File: src/core/scc_pkg.sv
/*
  Constants for the serial codec control register bank: port numbers,
  field positions of both control halves, reset values and frame timing.
  Assumes a single 20 MHz clock and a processor that writes the halves
  through two I/O ports.
*/
`default_nettype none
package scc_pkg;
  // clock
  localparam int CLK_PERIOD_NS = 50;
  // I/O port numbers of the two halves
  localparam logic PORT_LOWER = 1'h0;
  localparam logic PORT_UPPER = 1'h1;
  // lower half field positions
  localparam int FLAG_LSB = 0;
  localparam int FLAG_W = 4;
  localparam int MASK_LSB = 4;
  localparam int UPPER_ACCESS_BIT = 8;
  localparam int EXT_FRAMING_BIT = 9;
  localparam int EXT_FLAG_BIT = 10;
  localparam int COMPAND_MODE_BIT = 11;
  localparam int COMPAND_EN_LSB = 12;
  localparam int COMPAND_EN_W = 2;
  localparam int LAW_SELECT_BIT = 14;
  localparam int SHIFT_CLK_DIR_BIT = 15;
  // upper half field positions
  localparam int MODULUS_LSB = 0;
  localparam int MODULUS_W = 8;
  localparam int PRESCALE_LSB = 8;
  localparam int PRESCALE_W = 4;
  localparam int FR_WIDTH_BIT = 12;
  localparam int IO_CTRL_LSB = 13;
  localparam int IO_CTRL_W = 2;
  localparam int RESERVED_BIT = 15;
  // flag index fed by the active frame pulse
  localparam int FRAME_FLAG_IDX = 0;
  // reset values: serial clock held as an input until software changes it
  localparam logic [15:0] LOWER_RESET = 16'h8000;
  localparam logic [15:0] UPPER_RESET = 16'h0000;
  // frame period is modulus plus this many serial clocks
  localparam logic [8:0] FRAME_EXTRA = 9'h002;
  // frame pulse widths in serial clocks
  localparam logic [8:0] LONG_FR_CLKS = 9'h008;
  localparam logic [8:0] SHORT_FR_CLKS = 9'h001;
endpackage
`default_nettype wire

File: src/core/scc_frame_gen.sv
/*
  Serial clock prescaler and frame pulse generator.
  Assumes sclk_i is synchronous to clk; in input mode its rising edges
  advance the frame counter instead of the prescaler.
*/
`default_nettype none
module scc_frame_gen (
  // clock and reset
  input  wire logic       clk,
  input  wire logic       srst,
  // configuration
  input  wire logic       sclk_in_mode,
  input  wire logic [3:0] prescale,
  input  wire logic [7:0] modulus,
  input  wire logic       long_pulse,
  // serial clock pin input
  input  wire logic       sclk_i,
  // generated clock and frame
  output logic            sclk_o,
  output logic            fr_int
);
  logic [3:0] presc_reg, presc_next;
  logic       sclk_reg, sclk_next;
  logic       sin_reg, sin_next;
  logic [8:0] bit_reg, bit_next;
  logic       fr_reg, fr_next;
  logic       edge_c;

  // prescaler: half period is prescale+1 cycles; frame counts rising sclk edges
  always_comb
  begin
    presc_next = presc_reg + 4'h1;
    sclk_next = sclk_reg;
    sin_next = sclk_i;
    if (presc_reg == prescale)
    begin
      presc_next = 4'h0;
      sclk_next = ~sclk_reg;
    end
    if (sclk_in_mode)
    begin
      presc_next = 4'h0;
      sclk_next = 1'h0;
      edge_c = sclk_i & ~sin_reg;
    end
    else
      edge_c = (presc_reg == prescale) & ~sclk_reg;
    bit_next = bit_reg;
    fr_next = fr_reg;
    if (edge_c)
    begin
      // wrap keeps frame period at modulus plus the fixed extra
      if (bit_reg >= {1'h0, modulus} + scc_pkg::FRAME_EXTRA - 9'h001)
        bit_next = 9'h000;
      else
        bit_next = bit_reg + 9'h001;
      fr_next = (bit_next < (long_pulse ? scc_pkg::LONG_FR_CLKS : scc_pkg::SHORT_FR_CLKS));
    end
  end

  always_ff @(posedge clk)
  begin
    if (srst)
    begin
      presc_reg <= 4'h0;
      sclk_reg <= 1'h0;
      sin_reg <= 1'h0;
      bit_reg <= 9'h000;
      fr_reg <= 1'h0;
    end
    else
    begin
      presc_reg <= presc_next;
      sclk_reg <= sclk_next;
      sin_reg <= sin_next;
      bit_reg <= bit_next;
      fr_reg <= fr_next;
    end
  end

  assign sclk_o = sclk_reg;
  assign fr_int = fr_reg;
endmodule
`default_nettype wire

File: src/core/scc_ctrl_regs.sv
/*
  System control word of the serial codec: lower half on I/O port 0,
  upper half on I/O port 1, interrupt flags and masks, external flag,
  companding selects, serial clock direction and frame pulse generation.
  Assumes I/O strobes are one-cycle pulses synchronous to clk and that
  the serial shift datapath and companding logic sit outside.
*/
`default_nettype none
module scc_ctrl_regs (
  // clock and reset
  input  wire logic        clk,
  input  wire logic        srst,
  // processor I/O port access
  input  wire logic        io_port,
  input  wire logic        io_wr,
  input  wire logic        io_rd,
  input  wire logic [15:0] io_wdata,
  output logic [15:0]      io_rdata,
  // interrupt sources and request
  input  wire logic [2:0]  irq_src,
  output logic             irq_req,
  // serial clock pin
  input  wire logic        sclk_i,
  output logic             sclk_o,
  output logic             sclk_oe,
  // frame sync pin
  input  wire logic        frame_sync_pulse_i,
  output logic             frame_sync_pulse_o,
  output logic             frame_sync_pulse_oe,
  output logic             xfer_start,
  // companding and misc controls
  output logic             external_flag_output,
  output logic             companding_mode_sel,
  output logic [1:0]       compand_enable,
  output logic             law_select,
  output logic [1:0]       io_ctrl
);
  logic [15:0] lower_reg, lower_next;
  logic [15:0] upper_reg, upper_next;
  logic [15:0] rdata_reg, rdata_next;
  logic        irq_reg, irq_next;
  logic [2:0]  sync1_reg, sync2_reg, sync3_reg;
  logic        frame_reg, frame_prev_reg, xfer_reg, xfer_next;
  logic [3:0]  set_c;
  logic        fr_int, frame_rise;

  function automatic logic [3:0] flag_update(input logic [3:0] cur, input logic [3:0] clr, input logic [3:0] set);
    // set beats clear so an event in the clearing cycle is kept
    flag_update = (cur & ~clr) | set;
  endfunction

  scc_frame_gen u_frame_gen (
    .clk          (clk),
    .srst         (srst),
    .sclk_in_mode (lower_reg[scc_pkg::SHIFT_CLK_DIR_BIT]),
    .prescale     (upper_reg[scc_pkg::PRESCALE_LSB +: scc_pkg::PRESCALE_W]),
    .modulus      (upper_reg[scc_pkg::MODULUS_LSB +: scc_pkg::MODULUS_W]),
    .long_pulse   (upper_reg[scc_pkg::FR_WIDTH_BIT]),
    .sclk_i       (sclk_i),
    .sclk_o       (sclk_o),
    .fr_int       (fr_int)
  );

  assign frame_rise = frame_reg & ~frame_prev_reg;
  assign set_c = {sync2_reg & ~sync3_reg, 1'h0} | (frame_rise ? 4'h1 << scc_pkg::FRAME_FLAG_IDX : 4'h0);

  // register writes, flag updates, read data and request
  always_comb
  begin
    lower_next = lower_reg;
    upper_next = upper_reg;
    if (io_wr && io_port == scc_pkg::PORT_LOWER)
      lower_next[15:scc_pkg::MASK_LSB] = io_wdata[15:scc_pkg::MASK_LSB];
    lower_next[scc_pkg::FLAG_LSB +: scc_pkg::FLAG_W] = flag_update(lower_reg[scc_pkg::FLAG_LSB +: scc_pkg::FLAG_W],
      (io_wr && io_port == scc_pkg::PORT_LOWER) ? io_wdata[scc_pkg::FLAG_LSB +: scc_pkg::FLAG_W] : 4'h0, set_c);
    // the enable already stored gates port 1, not the one being written
    if (io_wr && io_port == scc_pkg::PORT_UPPER && lower_reg[scc_pkg::UPPER_ACCESS_BIT])
    begin
      upper_next = io_wdata;
      upper_next[scc_pkg::RESERVED_BIT] = 1'h0; // reserved bit always stored as zero
    end
    rdata_next = rdata_reg;
    if (io_rd)
      rdata_next = (io_port == scc_pkg::PORT_LOWER) ? lower_reg : upper_reg;
    irq_next = |(lower_reg[scc_pkg::FLAG_LSB +: scc_pkg::FLAG_W] & lower_reg[scc_pkg::MASK_LSB +: scc_pkg::FLAG_W]);
    xfer_next = frame_rise & lower_reg[scc_pkg::EXT_FRAMING_BIT];
  end

  // state registers; sync1 feeds only sync2
  always_ff @(posedge clk)
  begin
    if (srst)
    begin
      lower_reg <= scc_pkg::LOWER_RESET;
      upper_reg <= scc_pkg::UPPER_RESET;
      rdata_reg <= 16'h0000;
      irq_reg <= 1'h0;
      sync1_reg <= 3'h0;
      sync2_reg <= 3'h0;
      sync3_reg <= 3'h0;
      frame_reg <= 1'h0;
      frame_prev_reg <= 1'h0;
      xfer_reg <= 1'h0;
    end
    else
    begin
      lower_reg <= lower_next;
      upper_reg <= upper_next;
      rdata_reg <= rdata_next;
      irq_reg <= irq_next;
      sync1_reg <= irq_src;
      sync2_reg <= sync1_reg;
      sync3_reg <= sync2_reg;
      // external framing takes the pin, otherwise the generated frame
      frame_reg <= lower_reg[scc_pkg::EXT_FRAMING_BIT] ? frame_sync_pulse_i : fr_int;
      frame_prev_reg <= frame_reg;
      xfer_reg <= xfer_next;
    end
  end

  // outputs straight from flip-flops, the two pin enables sclk_oe and frame_sync_pulse_oe through an inverter
  assign io_rdata = rdata_reg;
  assign irq_req = irq_reg;
  assign sclk_oe = ~lower_reg[scc_pkg::SHIFT_CLK_DIR_BIT];
  assign frame_sync_pulse_o = fr_int;
  assign frame_sync_pulse_oe = ~lower_reg[scc_pkg::EXT_FRAMING_BIT];
  assign xfer_start = xfer_reg;
  assign external_flag_output = lower_reg[scc_pkg::EXT_FLAG_BIT];
  assign companding_mode_sel = lower_reg[scc_pkg::COMPAND_MODE_BIT];
  assign compand_enable = lower_reg[scc_pkg::COMPAND_EN_LSB +: scc_pkg::COMPAND_EN_W];
  assign law_select = lower_reg[scc_pkg::LAW_SELECT_BIT];
  assign io_ctrl = upper_reg[scc_pkg::IO_CTRL_LSB +: scc_pkg::IO_CTRL_W];
endmodule
`default_nettype wire

File: config.mk
export PLATFORM = sky130hd
export DESIGN_NAME = scc_ctrl_regs
export DESIGN_NICKNAME = d
export VERILOG_FILES = /design/src/core/scc_pkg.sv /design/src/core/scc_frame_gen.sv /design/src/core/scc_ctrl_regs.sv
export SDC_FILE = /design/constraint.sdc
export NUM_CORES = 1
export LEC_CHECK = 0
export BUFFER_PORTS_ARGS = -buffer_cell sky130_fd_sc_hd__buf_2
export CAP_MARGIN = 0
export CORE_MARGIN = 1
export CORE_UTILIZATION = 55
export CTS_CLUSTER_DIAMETER = 60
export DETAILED_ROUTE_END_ITERATION = 16
export PLACE_DENSITY = 0.82
export SYNTH_ARGS = -nofsm -noshare
export SYNTH_HDL_FRONTEND = slang
export SYNTH_SLANG_ARGS = --single-unit
File: constraint.sdc
create_clock -name clk -period 3.35 [get_ports clk]
set_clock_uncertainty 0.15 [all_clocks]
set_input_delay 0.67 -clock clk [delete_from_list [all_inputs] [get_ports clk]]
set_output_delay 0.67 -clock clk [all_outputs]
set_load 0.005 [all_outputs]
Word-level counts from Yosys, hierarchy flattened:

Index checks and enable logic that the tools add are counted.

* flip-flop bits (word level): 76
* output and inout port bits: 29
* latch bits: 0
* RAM bits: 0
* input bits: 26
* ROM bits: 0
* memories: 0
* word-level logic and storage cells: 54

* multipliers: 0
* muxes and demuxes: 8
* bitwise logic cells: 17
* divide/modulo/power cells: 0
* add/sub/neg operators: 4
* reduce and logical (&&, ||, !) cells: 6
* equality and inequality tests: 1
* shift operators: 0
* magnitude comparators: 2

Operators with widths (number)
* 2-to-1 mux 9 bit: 2
* 2-to-1 mux 16 bit: 1
* adder 8 x 2 -> 9 bit, second input constant: 1
* adder 9 x 1 -> 9 bit, second input constant: 1
* >= comparator 9 bit: 1
* < comparator 9 bit: 1
* subtractor 9 x 1 -> 9 bit, second input constant: 1
* bitwise AND 4 bit: 2
* 2-to-1 mux 4 bit: 2
* inverter 1 bit: 6
* adder 4 x 1 -> 4 bit, second input constant: 1
* bitwise AND 1 bit: 4
* == test 4 bit: 1
* inverter 4 bit: 1
* bitwise OR 4 x 1 -> 4 bit: 1
* bitwise OR 4 bit: 1
* OR reduction 4 bit: 1
* bitwise AND 3 bit: 1
* logical AND 1 bit: 3
* 2-to-1 mux 1 bit: 3
* inverter 3 bit: 1
* OR reduction 3 bit: 1
* OR reduction 2 bit: 1

Longest topological paths before layout:

* word-level depth: 6
* mapped depth: 14
* depth with buffers taken out: 14

By module:

Synthesis repeated with hierarchy kept, for this count alone.

* cells, all modules: 393
* area, all modules: 3432.0 sq um

Modules (own cells, without submodules)
* scc_ctrl_regs: cells each 246, times used 1, seq. area each 1201.2 sq um, area an instance 2224.6 sq um
* scc_frame_gen: cells each 147, times used 1, seq. area each 320.3 sq um, area an instance 1207.4 sq um

Worst setup path before layout:

OpenSTA, ideal clock, no wires.

* path type: reg-to-reg
* from: register upper_reg[0]
* to: register u_frame_gen.fr_reg (netlist: u_frame_gen.fr_int)
* library setup time: 0.058 ns
* path buffers: 1
* required time: 3.142 ns
* arrival time: 2.827 ns
* path slack: 0.315 ns
* stages on the path, launching flop included: 15
* period minus slack after synthesis: 3.035 ns
* path through: dfxtp_1 -> and3_1 -> nand3_1 -> or2_2 -> xor2_1 -> ha_1 -> nand2_1 -> or3_1 -> clkbuf_1 -> nand2_1 -> nor2_1 -> ha_1 -> a211oi_1 -> mux2i_1 -> o21ba_1

* cells in the longest elaborated chain, start to end: 6

RTL lines
* start, declared: line scc_ctrl_regs.sv:39 `logic [15:0] upper_reg, upper_next;`
* start signal, assigned: line scc_ctrl_regs.sv:95 `upper_reg <= scc_pkg::UPPER_RESET;`
* start signal, assigned: line scc_ctrl_regs.sv:108 `upper_reg <= upper_next;`
* adder 8 x 2 -> 9 bit: line scc_frame_gen.sv:53 `if (bit_reg >= {1'h0, modulus} + scc_pkg::FRAME_EXTRA - 9'h001)`
* subtractor 9 x 1 -> 9 bit: line scc_frame_gen.sv:53
* >= comparator 9 bit: line scc_frame_gen.sv:53
* 2-to-1 mux 9 bit: line scc_frame_gen.sv:53
* 2-to-1 mux 9 bit: line scc_frame_gen.sv:50 `if (edge_c)`
* < comparator 9 bit: line scc_frame_gen.sv:57 `fr_next = (bit_next < (long_pulse ? scc_pkg::LONG_FR_CLKS : scc_pkg::SHORT_FR_CLKS));`
* end signal, assigned: line scc_frame_gen.sv:77 `fr_reg <= fr_next;`
* end, declared: line scc_frame_gen.sv:26 `logic fr_reg, fr_next;`

Every way passes these cells. The select of a mux whose other input is x is not followed.
A chain may end at the register's enable or synchronous reset.

Final worst setup path:

* from: register upper_reg[4]
* to: register u_frame_gen.fr_reg (netlist: u_frame_gen.fr_int)

The elaborated chain is that of the path after synthesis.

==> results by group <==
Synth
  – Register area share after synthesis: around 44%
  – Mapped Area: about 3500 um2
  – Post-synthesis register bit count: 76
  – Syn_nets: 446
  – EDFF count, synth: 0
  – Count of cell types in the netlist: 48
  – Post-synth ARST share: 0%
  – Synth Warn #: 0
  – Syn Inst Count: 407
  – Syn_area_per_cell: 8.49 um2
  – Ys flop type: dfxtp_1

Floorplan
  – Ports: 55
  – Die area: 6600 um2
  – Core area: 5990 um2
  – Row cnt: 28
  – DIE WIDTH: slightly above 80 um
  – Die H: 81.3 um
  – Initial Util: 57.7%

Placement
  – HPWL after DPL: 5440 um
  – GPL Wtd Cong: 0.852
  – Post-DP Area: 3740 um2
  – IO buf count: 54
  – Inst Count DP: 514

Global routing
  – Largest net degree at the start of global routing: 45
  – Vias in the first global route: 2678
  – Total grt overflow: 0
  – Global-route wire length before repair: 12700 um
  – Gr usage total: 26.0%
  – Met2 Resource Use GR: between 30% and 40%
  – Global route hottest layer: met2
  – GR Util met1: about a third
  – Grt met3 use: 6.63%
  – Antenna violations before repair: 0

STA
  – Slew Viols, Final: 0
  – Worst-Margin Slew: 815 ps
  – RSZ-0062 raised after global routing: false
  – TNS Setup: 0 ps
  – Max transition margin: 45.7%
  – Worst-case hold slack: 278 ps
  – Final hold violations: 0
  – # setup viols final: 0
  – Final period utilization: 93.5%
  – Tmin final: 3130 ps
  – Fmax: 319 MHz

Setup path
  – Critical path endpoint: u_frame_gen.fr_int$_SDFFE_PP0P_
  – Worst setup SP type: register
  – Critical path, cell by cell: and3_1, nand3_1, or2_2, xor2_1, ha_1, nand2_1, or3_1, nand2_1, nor2_1, ha_1, a222oi_1, a22o_1, o21ba_1
  – Critical Path Stages: 13
  – CP startpoint: upper_reg[4]$_SDFFE_PP0P_
  – Max stage delay on crit path: 420 ps
  – Critical path required time: 3510 ps
  – RR Startpoint: upper_reg[4]$_SDFFE_PP0P_
  – R2R Path End: u_frame_gen.fr_int$_SDFFE_PP0P_
  – Critical-path top delay cell: dfxtp_1
  – Crit path arrival time: roughly 3300 ps
  – Worst r2r path cells: 13
  – Critical path's top delay family: simple AND/OR/NAND/NOR gates
  – R2R Setup Slk: 220 ps
  – CP Class: reg -> reg
  – Crit. End Element: register
  – CP max FO: 5
  – Crit path buffers/inverters: 0

Drt
  – Drt drc: 0
  – Wirelength, routed: 7870 um
  – Iter 0 DRT Violations: just under 300
  – Wirelength per Cell: roughly 15 um
  – Vias: between 3k and 4k
  – Routed Antenna Nets: 0
  – Pre-antenna DRT Iters: 5
  – Vias per cell: 5.72

Flow run
  – Count of maximum capacitance violations: 0

Clock network
  – Post-CTS setup buffer count: 0
  – Clock Pin Slew Worst Setup and Hold Paths: 80 ps
  – Clk sinks: 76
  – Total CTS buffers: 9
  – Clock root buffer master: clkbuf_8
  – Clock buffer depth: 2
  – Clk Latency, worst-skew pair: 360 ps
  – TritonCTS clock tree: done
  – CTS H-tree depth: 3

Power
  – Max IR drop VDD: a little over 0.0004 V
  – Leak Pwr: 1.65 nW
  – PwrDens: 507 nW/um2
  – Register share of total power: 48.3%
  – Switching Fraction: 26.3%
  – Internal power: 0.00148 W
  – Clock power share: 40.2%
  – Net Sw Power: 0.000529 W
  – Comb pwr share: a little under an eighth

Cells and area
  – Design area: 3970 um2
  – Layout cells sized above 1: 17.8%
  – Final net count: 489
  – Final core occ: 66.3%
  – Finished Layout Cells: 530
  – Synth-to-Final Area Change: 14.9%
  – Antenna cells: 0
  – Fill count: roughly 480

Worst hold path
  – Hold Crit Class: reg -> reg

Run status
  – Status: complete, no violations
## kinds of logic after synthesis
group	count (synthesis)	synth area share [%]
flip-flops	76	44.0
AO/OA/AOI/OAI	76	14.0
buffers and inverters	35	4.24
adder cells (fa/ha/maj)	13	4.71
XOR/XNOR	14	3.55
multiplexers	17	4.92
AND/OR/NAND/NOR	176	24.6
## layout make-up
class	count	area [um2]	share of cell area [%]
Sequential cell	76	1520	38.3
Multi-Input combinational cell	296	1790	45.0
Timing Repair Buffer	58	300	7.56
Inverter	9	33.8	0.851
Clock buffer	10	138	3.47
Tap cell	75	93.8	2.36
Clock inverter	6	95.1	2.39
## routing by layer
metal | vias up | wire [um] | part of all wire [%]
met1 | 1404 | 3680 | 47
met3 | 9 | 472 | 6.0
met4 | 0 | 89 | 1.1
li1 | 1496 | - | -
met2 | 123 | 3630 | 46
met5 | - | 0 | 0
## worst min path at each step
stage / from / to / slack, ps / cells after the start
floorplan: frame_prev_reg$_SDFF_PP0_ / xfer_start$_SDFF_PP0_ / 250 / 1
global placement: sync1_reg[1]$_SDFF_PP0_ / sync2_reg[1]$_SDFF_PP0_ / 270 / 1
detailed placement: frame_prev_reg$_SDFF_PP0_ / xfer_start$_SDFF_PP0_ / 260 / 1
CTS: frame_prev_reg$_SDFF_PP0_ / xfer_start$_SDFF_PP0_ / 280 / 1
global route: frame_prev_reg$_SDFF_PP0_ / xfer_start$_SDFF_PP0_ / 300 / 1
finish: frame_prev_reg$_SDFF_PP0_ / xfer_start$_SDFF_PP0_ / 280 / 1
## power by group through the flow
stage | sequential, W | clock (W) | combinational, W
after floorplan | 0.000985 | 0 | 0.000153
after global placement | 0.000990 | 0 | 0.000219
after detailed placement | 0.000993 | 0 | 0.000229
after CTS | 0.000972 | 0.000814 | 0.000231
final | 0.000972 | 0.000808 | 0.000231
after global routing | 0.000978 | 0.000859 | 0.000256
## layout by cell type (no fill, tap or decap), types with 2 or more instances in the layout
master and instances:
or3_1 2, a31oi_1 7, clkbuf_8 10, dfxtp_1 75, inv_1 9, clkinvlp_4 2, or4_1 2, o21ai_0 2
nand3_1 8, bufinv_16 2, nor2_1 37, nor2b_1 19, a22oi_1 2, a211oi_1 16, mux2i_1 17, nand4_1 18
a21oi_1 37, nand2_1 73, xor2_1 10, nor3b_1 2, buf_4 4, nand2b_1 2, and3_1 2, ha_1 13
xnor2_1 4, buf_2 54
## per-stage QoR
stage               total power (W)  setup WS, ps
global route                0.00209          21.0
CTS                         0.00202           201
floorplan                   0.00114           315
detailed placement          0.00122           216
finish                      0.00201           218
global placement            0.00121           374
## Yosys cell counts, types with 2 or more instances
master | n | area [um2]
dfxtp_1 | 76 | 1520
nand2_1 | 73 | 274
a21oi_1 | 37 | 185
nor2_1 | 37 | 139
nor2b_1 | 19 | 119
nand4_1 | 18 | 113
clkbuf_1 | 17 | 63.8
mux2i_1 | 17 | 170
a211oi_1 | 16 | 120
ha_1 | 13 | 163
xor2_1 | 10 | 87.6
inv_1 | 9 | 33.8
nand3_1 | 8 | 40.0
a31oi_1 | 7 | 43.8
xnor2_1 | 4 | 35.0
buf_1 | 3 | 11.3
buf_2 | 3 | 15.0
buf_4 | 3 | 22.5
a22oi_1 | 2 | 15.0
and3_1 | 2 | 12.5
nand2b_1 | 2 | 12.5
nor3b_1 | 2 | 15.0
o21ai_0 | 2 | 10.0
or3_1 | 2 | 12.5
or4_1 | 2 | 15.0
## repair_timing
| action | in CTS | in global routing |
|---|---|---|
| hold buffers | 0 | 0 |
| setup endpoints to repair | 0 | 1 |
| resized for setup | 0 | 1 |
Note: power is estimated with default switching activity, not from simulation.
